**src/core/mw_pkg.sv**
```systemverilog
// package: register map, field positions and encodings of the motion-watch block
package mw_pkg;
  localparam int          MW_AW            = 8;
  localparam int          MW_DW            = 8;
  localparam logic [7:0]  MW_ADDR_THRESH   = 8'h13;  // shadow data port
  localparam logic [7:0]  MW_ADDR_CFG      = 8'h14;  // motion_watch_config
  localparam logic [7:0]  MW_ADDR_MODE     = 8'h13;  // mode bits share the shadow port, bits 7:6
  localparam logic [7:0]  MW_ADDR_STAT     = 8'h18;  // interrupt status
  localparam logic [7:0]  MW_ADDR_MASK     = 8'h19;  // interrupt mask
  localparam logic [7:0]  MW_CFG_RST       = 8'h00;
  localparam int          MW_SEL_LSB       = 0;
  localparam int          MW_CNTEN_BIT     = 3;
  localparam int          MW_WIN_LSB       = 4;
  localparam int          MW_MRST_BIT      = 7;
  localparam int          MW_AND_BIT       = 6;
  localparam int          MW_BASE_BIT      = 7;
  localparam logic [2:0]  MW_WIN_MAX       = 3'h5;
  localparam logic [2:0]  MW_SEL_TH_X      = 3'h1;
  localparam logic [2:0]  MW_SEL_CNT_X     = 3'h5;
  localparam int          MW_TH_W          = 6;
  localparam int          MW_DELTA_W       = 11;
  localparam int          MW_SAMPLE_W      = 14;
  localparam int          MW_AXES          = 3;
endpackage

```
**src/core/mw_axis.sv**
```systemverilog
// one axis: delta forming, window select with clamp, event counter
`timescale 1ns/1ps
module mw_axis
  import mw_pkg::*;
(
  input  wire logic                   sys_clk,
  input  wire logic                   rst_n,
  input  wire logic                   clr,
  input  wire logic                   sample_valid,
  input  wire logic [MW_SAMPLE_W-1:0] sample,
  input  wire logic                   baseline_mode,
  input  wire logic [2:0]             win_sel,
  input  wire logic [MW_TH_W-1:0]     thresh,
  input  wire logic [MW_TH_W-1:0]     count_m1,
  input  wire logic                   cnt_en,
  output logic                        hit
);
  logic [MW_SAMPLE_W-1:0] prev_q, prev_d, base_q, base_d;
  logic                   have_q, have_d, base_ok_q, base_ok_d;
  logic [MW_TH_W-1:0]     cnt_q, cnt_d;
  logic                   hit_q, hit_d;
  logic signed [MW_SAMPLE_W:0] diff;
  logic [MW_SAMPLE_W:0]   mag;
  logic [MW_DELTA_W-1:0]  delta;
  logic [MW_DELTA_W-1:0]  shifted;
  logic [2:0]             sh;
  logic [MW_TH_W-1:0]     win;
  logic                   over, event_now;

  always_comb begin
    diff = $signed({sample[MW_SAMPLE_W-1], sample})
         - $signed(baseline_mode ? {base_q[MW_SAMPLE_W-1], base_q}
                                 : {prev_q[MW_SAMPLE_W-1], prev_q});
    mag = diff[MW_SAMPLE_W] ? (~diff + 1'b1) : diff;
    delta = (|mag[MW_SAMPLE_W:MW_DELTA_W]) ? {MW_DELTA_W{1'b1}} : mag[MW_DELTA_W-1:0];
    sh = (win_sel > MW_WIN_MAX) ? MW_WIN_MAX : win_sel;
    shifted = delta >> sh;
    over = |shifted[MW_DELTA_W-1:MW_TH_W];
    win = over ? {MW_TH_W{1'b1}} : shifted[MW_TH_W-1:0];
    event_now = sample_valid && have_q && (over || win > thresh);
    prev_d = sample_valid ? sample : prev_q;
    have_d = have_q | sample_valid;
    base_ok_d = base_ok_q | sample_valid;
    base_d = (sample_valid && !base_ok_q) ? sample : base_q;
    cnt_d = cnt_q;
    hit_d = hit_q;
    if (event_now) begin
      if (!cnt_en || cnt_q >= count_m1) begin
        hit_d = 1'b1;
      end else begin
        cnt_d = cnt_q + 1'b1;
      end
    end
    if (clr) begin
      prev_d = '0;
      have_d = 1'b0;
      base_ok_d = 1'b0;
      base_d = '0;
      cnt_d = '0;
      hit_d = 1'b0;
    end
  end

  always_ff @(posedge sys_clk) begin
    if (!rst_n) begin
      prev_q <= '0;
      base_q <= '0;
      have_q <= 1'b0;
      base_ok_q <= 1'b0;
      cnt_q <= '0;
      hit_q <= 1'b0;
    end else begin
      prev_q <= prev_d;
      base_q <= base_d;
      have_q <= have_d;
      base_ok_q <= base_ok_d;
      cnt_q <= cnt_d;
      hit_q <= hit_d;
    end
  end
  assign hit = hit_q;

  clr_clears_a: assert property (@(posedge sys_clk) disable iff (!rst_n)
    clr |=> (hit_q == 1'b0 && cnt_q == '0)) else $error("clear left state");
endmodule

```
**src/core/mw_top.sv**
```systemverilog
// motion-watch configuration, shadow registers, detection and interrupt
`timescale 1ns/1ps
// How it works
// - bits 2:0 of the config register pick which threshold or count the shadow port reaches.
// - bit 3 enables the per-axis event counters, needed for a counted wakeup.
// - bits 6:4 pick which 6-bit slice of the 11-bit delta is compared, codes 5 to 7 alike.
// - a delta above the chosen slice is clamped so it still counts as an event.
// - bit 7 holds the watch block in reset while set and is never cleared by hardware.
// - the config register resets to all zeros.
// - each count shadow holds events minus one, per axis independently.
// - a combine bit chooses any-axis or all-axes wakeup.
// - a delta bit chooses current minus previous or current minus baseline.
module mw_top
  import mw_pkg::*;
(
  input  wire logic                   sys_clk,
  input  wire logic                   rst_n,
  input  wire logic [MW_AW-1:0]       reg_addr,
  input  wire logic [MW_DW-1:0]       reg_wdata,
  input  wire logic                   reg_wr,
  input  wire logic                   reg_rd,
  output logic      [MW_DW-1:0]       reg_rdata,
  input  wire logic                   sample_valid,
  input  wire logic [MW_SAMPLE_W-1:0] sample_x,
  input  wire logic [MW_SAMPLE_W-1:0] sample_y,
  input  wire logic [MW_SAMPLE_W-1:0] sample_z,
  input  wire logic [MW_AXES-1:0]     axis_active,
  output logic                        wakeup,
  output logic                        irq
);
  logic [MW_DW-1:0]   cfg_q, cfg_d;
  logic [MW_TH_W-1:0] th_q [MW_AXES];
  logic [MW_TH_W-1:0] th_d [MW_AXES];
  logic [MW_TH_W-1:0] cnt_q [MW_AXES];
  logic [MW_TH_W-1:0] cnt_d [MW_AXES];
  logic               and_q, and_d, base_q, base_d;
  logic [MW_DW-1:0]   rdata_q, rdata_d;
  logic               wake_q, wake_d, stat_q, stat_d, mask_q, mask_d, irq_q, irq_d;
  logic [MW_AXES-1:0] hits;
  logic [2:0]         sel;
  logic               clr, any_hit, all_hit, wake_now;

  assign sel = cfg_q[MW_SEL_LSB +: 3];
  assign clr = cfg_q[MW_MRST_BIT];

  ////////////////////////////////////////////////////////////////////////////
  genvar g;
  generate
    for (g = 0; g < MW_AXES; g++) begin : g_axis
      mw_axis u_axis (
        .sys_clk       (sys_clk),
        .rst_n         (rst_n),
        .clr           (clr),
        .sample_valid  (sample_valid),
        .sample        (g == 0 ? sample_x : (g == 1 ? sample_y : sample_z)),
        .baseline_mode (base_q),
        .win_sel       (cfg_q[MW_WIN_LSB +: 3]),
        .thresh        (th_q[g]),
        .count_m1      (cnt_q[g]),
        .cnt_en        (cfg_q[MW_CNTEN_BIT]),
        .hit           (hits[g])
      );
    end
  endgenerate

  ////////////////////////////////////////////////////////////////////////////
  // config register, combine and delta mode bits, threshold and count shadows
  always_comb begin
    cfg_d = cfg_q;
    and_d = and_q;
    base_d = base_q;
    for (int i = 0; i < MW_AXES; i++) begin
      th_d[i] = th_q[i];
      cnt_d[i] = cnt_q[i];
    end
    if (reg_wr && reg_addr == MW_ADDR_CFG) begin
      cfg_d = reg_wdata;
    end
    if (reg_wr && reg_addr == MW_ADDR_THRESH) begin
      and_d = reg_wdata[MW_AND_BIT];
      base_d = reg_wdata[MW_BASE_BIT];
      for (int i = 0; i < MW_AXES; i++) begin
        if (sel == MW_SEL_TH_X + 3'(i)) begin
          th_d[i] = reg_wdata[MW_TH_W-1:0];
        end
        if (sel == MW_SEL_CNT_X + 3'(i)) begin
          cnt_d[i] = reg_wdata[MW_TH_W-1:0];
        end
      end
    end
  end

  always_ff @(posedge sys_clk) begin
    if (!rst_n) begin
      cfg_q <= MW_CFG_RST;
      and_q <= 1'b0;
      base_q <= 1'b0;
      for (int i = 0; i < MW_AXES; i++) begin
        th_q[i] <= '0;
        cnt_q[i] <= '0;
      end
    end else begin
      cfg_q <= cfg_d;
      and_q <= and_d;
      base_q <= base_d;
      for (int i = 0; i < MW_AXES; i++) begin
        th_q[i] <= th_d[i];
        cnt_q[i] <= cnt_d[i];
      end
    end
  end

  ////////////////////////////////////////////////////////////////////////////
  // wakeup level, sticky status, mask and interrupt level
  always_comb begin
    any_hit = |(hits & axis_active);
    all_hit = (|axis_active) && ((hits & axis_active) == axis_active);
    wake_now = and_q ? all_hit : any_hit;
    wake_d = clr ? 1'b0 : wake_now;
    mask_d = mask_q;
    stat_d = stat_q;
    if (reg_wr && reg_addr == MW_ADDR_MASK) begin
      mask_d = reg_wdata[0];
    end
    if (reg_wr && reg_addr == MW_ADDR_STAT) begin
      stat_d = stat_q & ~reg_wdata[0];
    end
    // a new wakeup in the cycle of a clear keeps the bit set
    if (wake_d && !wake_q) begin
      stat_d = 1'b1;
    end
    irq_d = stat_d & mask_d;
  end

  always_ff @(posedge sys_clk) begin
    if (!rst_n) begin
      wake_q <= 1'b0;
      stat_q <= 1'b0;
      mask_q <= 1'b0;
      irq_q <= 1'b0;
    end else begin
      wake_q <= wake_d;
      stat_q <= stat_d;
      mask_q <= mask_d;
      irq_q <= irq_d;
    end
  end

  ////////////////////////////////////////////////////////////////////////////
  // read data, zero except in the cycle after a read strobe
  always_comb begin
    rdata_d = '0;
    if (reg_rd) begin
      unique case (reg_addr)
        MW_ADDR_CFG: rdata_d = cfg_q;
        MW_ADDR_THRESH: begin
          rdata_d = {base_q, and_q, 6'h00};
          for (int i = 0; i < MW_AXES; i++) begin
            if (sel == MW_SEL_TH_X + 3'(i)) rdata_d[MW_TH_W-1:0] = th_q[i];
            if (sel == MW_SEL_CNT_X + 3'(i)) rdata_d[MW_TH_W-1:0] = cnt_q[i];
          end
        end
        MW_ADDR_STAT: rdata_d = {7'h00, stat_q};
        MW_ADDR_MASK: rdata_d = {7'h00, mask_q};
        default: rdata_d = '0;
      endcase
    end
  end

  always_ff @(posedge sys_clk) begin
    if (!rst_n) begin
      rdata_q <= '0;
    end else begin
      rdata_q <= rdata_d;
    end
  end

  assign reg_rdata = rdata_q;
  assign wakeup = wake_q;
  assign irq = irq_q;

  ////////////////////////////////////////////////////////////////////////////
  cfg_hold_a: assert property (@(posedge sys_clk) disable iff (!rst_n)
    !(reg_wr && reg_addr == MW_ADDR_CFG) |=> cfg_q == $past(cfg_q))
    else $error("cfg changed");
  cfg_write_a: assert property (@(posedge sys_clk) disable iff (!rst_n)
    (reg_wr && reg_addr == MW_ADDR_CFG) |=> cfg_q == $past(reg_wdata))
    else $error("cfg lost");
  cfg_read_a: assert property (@(posedge sys_clk) disable iff (!rst_n)
    (reg_rd && reg_addr == MW_ADDR_CFG) |=> reg_rdata == $past(cfg_q))
    else $error("cfg read back");
  reset_wake_a: assert property (@(posedge sys_clk) disable iff (!rst_n)
    clr |=> !wakeup)
    else $error("wake during reset");
  hold_clear_a: assert property (@(posedge sys_clk) disable iff (!rst_n)
    clr |=> hits == '0)
    else $error("axis hit kept during reset");
  shadow_x_a: assert property (@(posedge sys_clk) disable iff (!rst_n)
    (reg_wr && reg_addr == MW_ADDR_THRESH && sel == MW_SEL_TH_X)
    |=> th_q[0] == $past(reg_wdata[5:0])) else $error("x threshold");
  shadow_y_a: assert property (@(posedge sys_clk) disable iff (!rst_n)
    (reg_wr && reg_addr == MW_ADDR_THRESH && sel == MW_SEL_TH_X + 3'h1)
    |=> th_q[1] == $past(reg_wdata[5:0])) else $error("y threshold");
  count_x_a: assert property (@(posedge sys_clk) disable iff (!rst_n)
    (reg_wr && reg_addr == MW_ADDR_THRESH && sel == MW_SEL_CNT_X)
    |=> cnt_q[0] == $past(reg_wdata[5:0]) && th_q[0] == $past(th_q[0])) else $error("x count");
  count_z_a: assert property (@(posedge sys_clk) disable iff (!rst_n)
    (reg_wr && reg_addr == MW_ADDR_THRESH && sel == 3'h7)
    |=> cnt_q[2] == $past(reg_wdata[5:0]) && th_q[2] == $past(th_q[2])) else $error("z count");
  none_sel_a: assert property (@(posedge sys_clk) disable iff (!rst_n)
    (reg_wr && reg_addr == MW_ADDR_THRESH && sel[1:0] == 2'h0)
    |=> th_q[0] == $past(th_q[0]) && cnt_q[0] == $past(cnt_q[0])) else $error("none sel");
  mode_bits_a: assert property (@(posedge sys_clk) disable iff (!rst_n)
    (reg_wr && reg_addr == MW_ADDR_THRESH) |=> base_q == $past(reg_wdata[MW_BASE_BIT])
    && and_q == $past(reg_wdata[MW_AND_BIT])) else $error("mode bits");
  or_mode_a: assert property (@(posedge sys_clk) disable iff (!rst_n)
    (!and_q && !clr && |(hits & axis_active)) |=> wakeup)
    else $error("or wake");
  and_mode_a: assert property (@(posedge sys_clk) disable iff (!rst_n)
    (and_q && (hits & axis_active) != axis_active) |=> !wakeup)
    else $error("and wake");
  stat_set_a: assert property (@(posedge sys_clk) disable iff (!rst_n)
    $rose(wakeup) |-> stat_q)
    else $error("status not set");
  irq_level_a: assert property (@(posedge sys_clk) disable iff (!rst_n)
    (stat_q && mask_q && !reg_wr) |=> irq)
    else $error("irq");
  irq_masked_a: assert property (@(posedge sys_clk) disable iff (!rst_n)
    (!mask_q && !reg_wr) |=> !irq)
    else $error("irq while masked");
  rdata_idle_a: assert property (@(posedge sys_clk) disable iff (!rst_n)
    !reg_rd |=> reg_rdata == '0)
    else $error("read data outside read");
endmodule

```
**config.mk**
```make
export PLATFORM = sky130hd
export DESIGN_NAME = mw_top
export DESIGN_NICKNAME = d
export VERILOG_FILES = /design/src/core/mw_pkg.sv /design/src/core/mw_axis.sv /design/src/core/mw_top.sv
export SDC_FILE = /design/constraint.sdc
export NUM_CORES = 1
export LEC_CHECK = 0
export ABC_CLOCK_PERIOD_IN_PS = 6700
export BUFFER_PORTS_ARGS = -buffer_cell sky130_fd_sc_hd__buf_2
export CAP_MARGIN = 20
export CORE_ASPECT_RATIO = 0.5
export CORE_MARGIN = 2
export CORE_UTILIZATION = 50
export CTS_CLUSTER_DIAMETER = 200
export DETAILED_ROUTE_END_ITERATION = 10
export PLACE_DENSITY_LB_ADDON = 0.3
export SLEW_MARGIN = 20
export SYNTH_ARGS = -nofsm -noshare
export SYNTH_HDL_FRONTEND = slang
export SYNTH_SLANG_ARGS = --single-unit
```
**constraint.sdc**
```tcl
create_clock -name sys_clk -period 6.7 [get_ports sys_clk]
set_input_delay 0.335 -clock sys_clk [delete_from_list [all_inputs] [get_ports sys_clk]]
set_output_delay 0.335 -clock sys_clk [all_outputs]
set_load 0.05 [all_outputs]
```
==> key figures <==
Timing
  • Slew @ Worst Pin: 1.056 ns
  • Fin Hold WS: 0.1529 ns
  • Fin crit period: 6.305 ns
  • Setup WS post-layout: 0.3945 ns
  • Finish-stage setup viols: 0
  • Max Freq: 158.6 MHz
  • Fin. Hold Viols: 0
  • Worst slew margin: 29.42%
  • Period Utilization, post-route: 94.11%
  • RSZ-0062 raised after global routing: true
  • Setup Skew: 0.01144 ns
  • Final slew viol count: 0

Synthesis
  • Cell with the most instances after synthesis: nand2_1
  • Top FF cell, synth: dfxtp_1
  • Synth top cells by count: 199 x nand2_1, 169 x dfxtp_1, 142 x mux2i_1
  • Ys Warns: 0
  • Top post-synthesis cells by area: dfxtp_1 26%, mux2i_1 11%, ha_1 8.1%, nand2_1 5.8%, a21oi_1 4.9%
  • Synthesized area: 12930 um^2
  • Syn nets: 1762
  • Share of the synthesized area in the top cell type: 26.17%
  • EDFF count, synth: 0
  • Synth unique cells: 107
  • Post-Synthesis Cells: 1609
  • Seq/Total Area, Yosys: 26.17%
  • Number of synthesized register bits: 169
  • Avg Inst Size Synth: 8.034 um^2
  • Post-synth ARST share: 0%
  • Cell taking the most area after synthesis: dfxtp_1

Clock tree
  • H-tree Lvls: 4
  • Reg clk slew, reported paths: 0.07 ns
  • Worst-Skew Late Latency: 0.44 ns
  • Post-CTS Resized: 0
  • CTS max path bufs: 2
  • Clock root cell: clkbuf_16
  • CTS Buf Count: 17
  • Post-CTS setup buffer count: 0
  • CTS tree: yes
  • Hold buffer count at CTS: 0
  • Sink Count: 169

Final layout
  • Core Util, Final: 55.93%
  • # fillers: 2285
  • Non-Filler Instances: 1984
  • Fin nets: 1781
  • Share of cells above drive strength 1: 11.89%
  • P&R area growth vs syn: 9.417%
  • ANT cells: 0

Setup path
  • Worst Path Required: 7.06 ns
  • FF-to-FF Start: base_q$_SDFFE_PN0P_
  • FF-to-FF setup slack: 0.39 ns
  • Worst setup SP type: flop
  • Max Fanout on Critical Path: 16
  • R2R cell count: 25
  • Crit end category: flop
  • Critical R2R Capture: g_axis[0].u_axis.cnt_q[3]$_SDFFE_PP0P_
  • Worst setup path category: flop to flop
  • Critical Path AT: 6.67 ns

Die
  • Die height: 117.7 um
  • Core area: 25290 um^2
  • Starting Density: 51.12%
  • Boundary pin count: 76
  • Die Outline Area: 27240 um^2
  • Row cnt: 41
  • Die X: 231.4 um

GRT
  • Total GRT Usage: 24.30%
  • Overflow left after global routing: 0
  • First-pass GRT wire length: 54.74 mm
  • Pin count of the biggest net entering global routing: 106
  • Vias in the first global route: 10940
  • Antenna violations before repair: 0

Hold path
  • Hold EP: g_axis[0].u_axis.base_q[13]$_SDFFE_PP0P_
  • Depth of the worst hold-timing path: 3
  • HP Start: sample_x[13]
  • Hold WC Path Type: primary input to flop

Routing
  • Vias per cell: 5.938
  • Final ANT Viol Nets: 0
  • Vias: 11780
  • Detailed Route Iter0 Violations: 1042
  • DR WL/cell: 16.66 um
  • Initial DRT Pass Iterations: 6
  • DRT Wirelength: 33.05 mm
  • DR DRC count: 0

Place
  • HPWL after detailed placement: 24.35 mm
  • Placed cell count: 1953
  • GP Congestion: 0.9036
  • Number of I/O port buffers: 75
  • Pre-CTS setup slack: 0.2286 ns

Pwr
  • Peak supply drop: 0.1866 mV
  • Static Leak: 5.333 nW
  • Pwr dens: 205.9 nW/um^2

Flow run
  • Max-Cap Viols: 0

Outcome
  • Status: complete, no violations
-- logic make-up after synthesis --
family	after synthesis	share of synthesized area, %
buffers and inverters	156	5.304
adder cells (fa/ha/maj)	87	8.595
AND/OR/NAND/NOR	584	21.78
AO/OA/AOI/OAI	414	22.74
flip-flops	169	26.17
XOR/XNOR	49	3.465
multiplexers	150	11.95
-- final cells by class --
cell class | instances | area (um^2) | share of cell area, %
Clock inverter | 12 | 163.9 | 1.159
Multi-Input combinational cell | 1284 | 8981 | 63.49
Inverter | 68 | 255.2 | 1.805
Sequential cell | 169 | 3385 | 23.93
Tap cell | 344 | 430.4 | 3.043
Timing Repair Buffer | 88 | 476.7 | 3.370
Clock buffer | 19 | 452.9 | 3.202
-- routing by layer --
layer  vias to the layer above  global-route usage (%)  wire, um
met5                         -                       0         0
met4                         0                   6.008       505
met3                        37                   5.015      1754
met2                       307                   37.37     14510
met1                      5601                   34.58     16280
li1                       5836                       -         -
-- cells in the final DEF, fill, tap and decap left out, types with 19 or more instances in the layout --
cell type and n:
ha_1 84, nand2b_1 23, a21oi_1 126, buf_2 75, o211ai_1 36, nor2_1 135, o21ai_0 58, nand2_1 198
inv_1 68, xnor2_1 32, nand3_1 50, a21o_1 19, nor2b_1 58, dfxtp_1 168, mux2i_1 142, a211oi_1 19
-- flip-flops by register name, indices dropped and copies added (netlist names), 8 cells and up --
| register | cells |
|---|---|
| cnt_q | 18 |
| g_axis.u_axis.base_q | 42 |
| g_axis.u_axis.cnt_q | 18 |
| cfg_q | 8 |
| th_q | 18 |
| g_axis.u_axis.prev_q | 42 |
| reg_rdata | 8 |
-- worst max-delay path by stage --
stage	from	end	slack, ns	cells after the start
floorplan	base_q$_SDFFE_PN0P_	g_axis[1].u_axis.cnt_q[2]$_SDFFE_PP0P_	0.54	26
global placement	base_q$_SDFFE_PN0P_	g_axis[2].u_axis.cnt_q[2]$_SDFFE_PP0P_	0.54	25
detailed placement	base_q$_SDFFE_PN0P_	g_axis[2].u_axis.cnt_q[3]$_SDFFE_PP0P_	0.23	25
CTS	base_q$_SDFFE_PN0P_	g_axis[2].u_axis.cnt_q[3]$_SDFFE_PP0P_	0.22	25
global route	base_q$_SDFFE_PN0P_	g_axis[1].u_axis.hit$_SDFFE_PP0P_	-0.04	28
finish	base_q$_SDFFE_PN0P_	g_axis[0].u_axis.cnt_q[3]$_SDFFE_PP0P_	0.39	25
-- metrics by stage --
step                total power (W)  area (um^2)  TNS, ns
CTS                        0.002900        14040        0
floorplan                  0.001690        12930        0
global route               0.003065        14140  -0.1213
finish                     0.002912        14140        0
detailed placement         0.001857        13420        0
global placement           0.001835        13420        0
-- critical path, stage by stage, from the launching register on --
cell and delay (ns):
dfxtp_2 0.34, buf_4 0.35, mux2_2 0.22, ha_1 0.20, inv_1 0.07, fa_1 0.44
a211o_4 0.38, a311oi_4 0.35, nor2_1 0.09, o41a_1 0.39, xor2_1 0.18, or4_1 0.57
and2_1 0.26, o41ai_1 0.39, o211ai_1 0.15, ha_1 0.32, nor2b_1 0.14, o21a_1 0.12
o21ai_0 0.07, nand2b_1 0.07, a21oi_1 0.06, nor2b_1 0.11, o22ai_1 0.12, o211a_4 0.19
or4_1 0.47, a21oi_1 0.16
-- power by group --
group | internal (W) | leakage, nW | switching, W
logic | 0.000309 | 3.65 | 0.000499
clock network | 0.000610 | 0.300 | 0.000437
registers | 0.00104 | 1.38 | 0.0000185
total | 0.00196 | 5.33 | 0.000954
(Power assumes the default switching activity.)
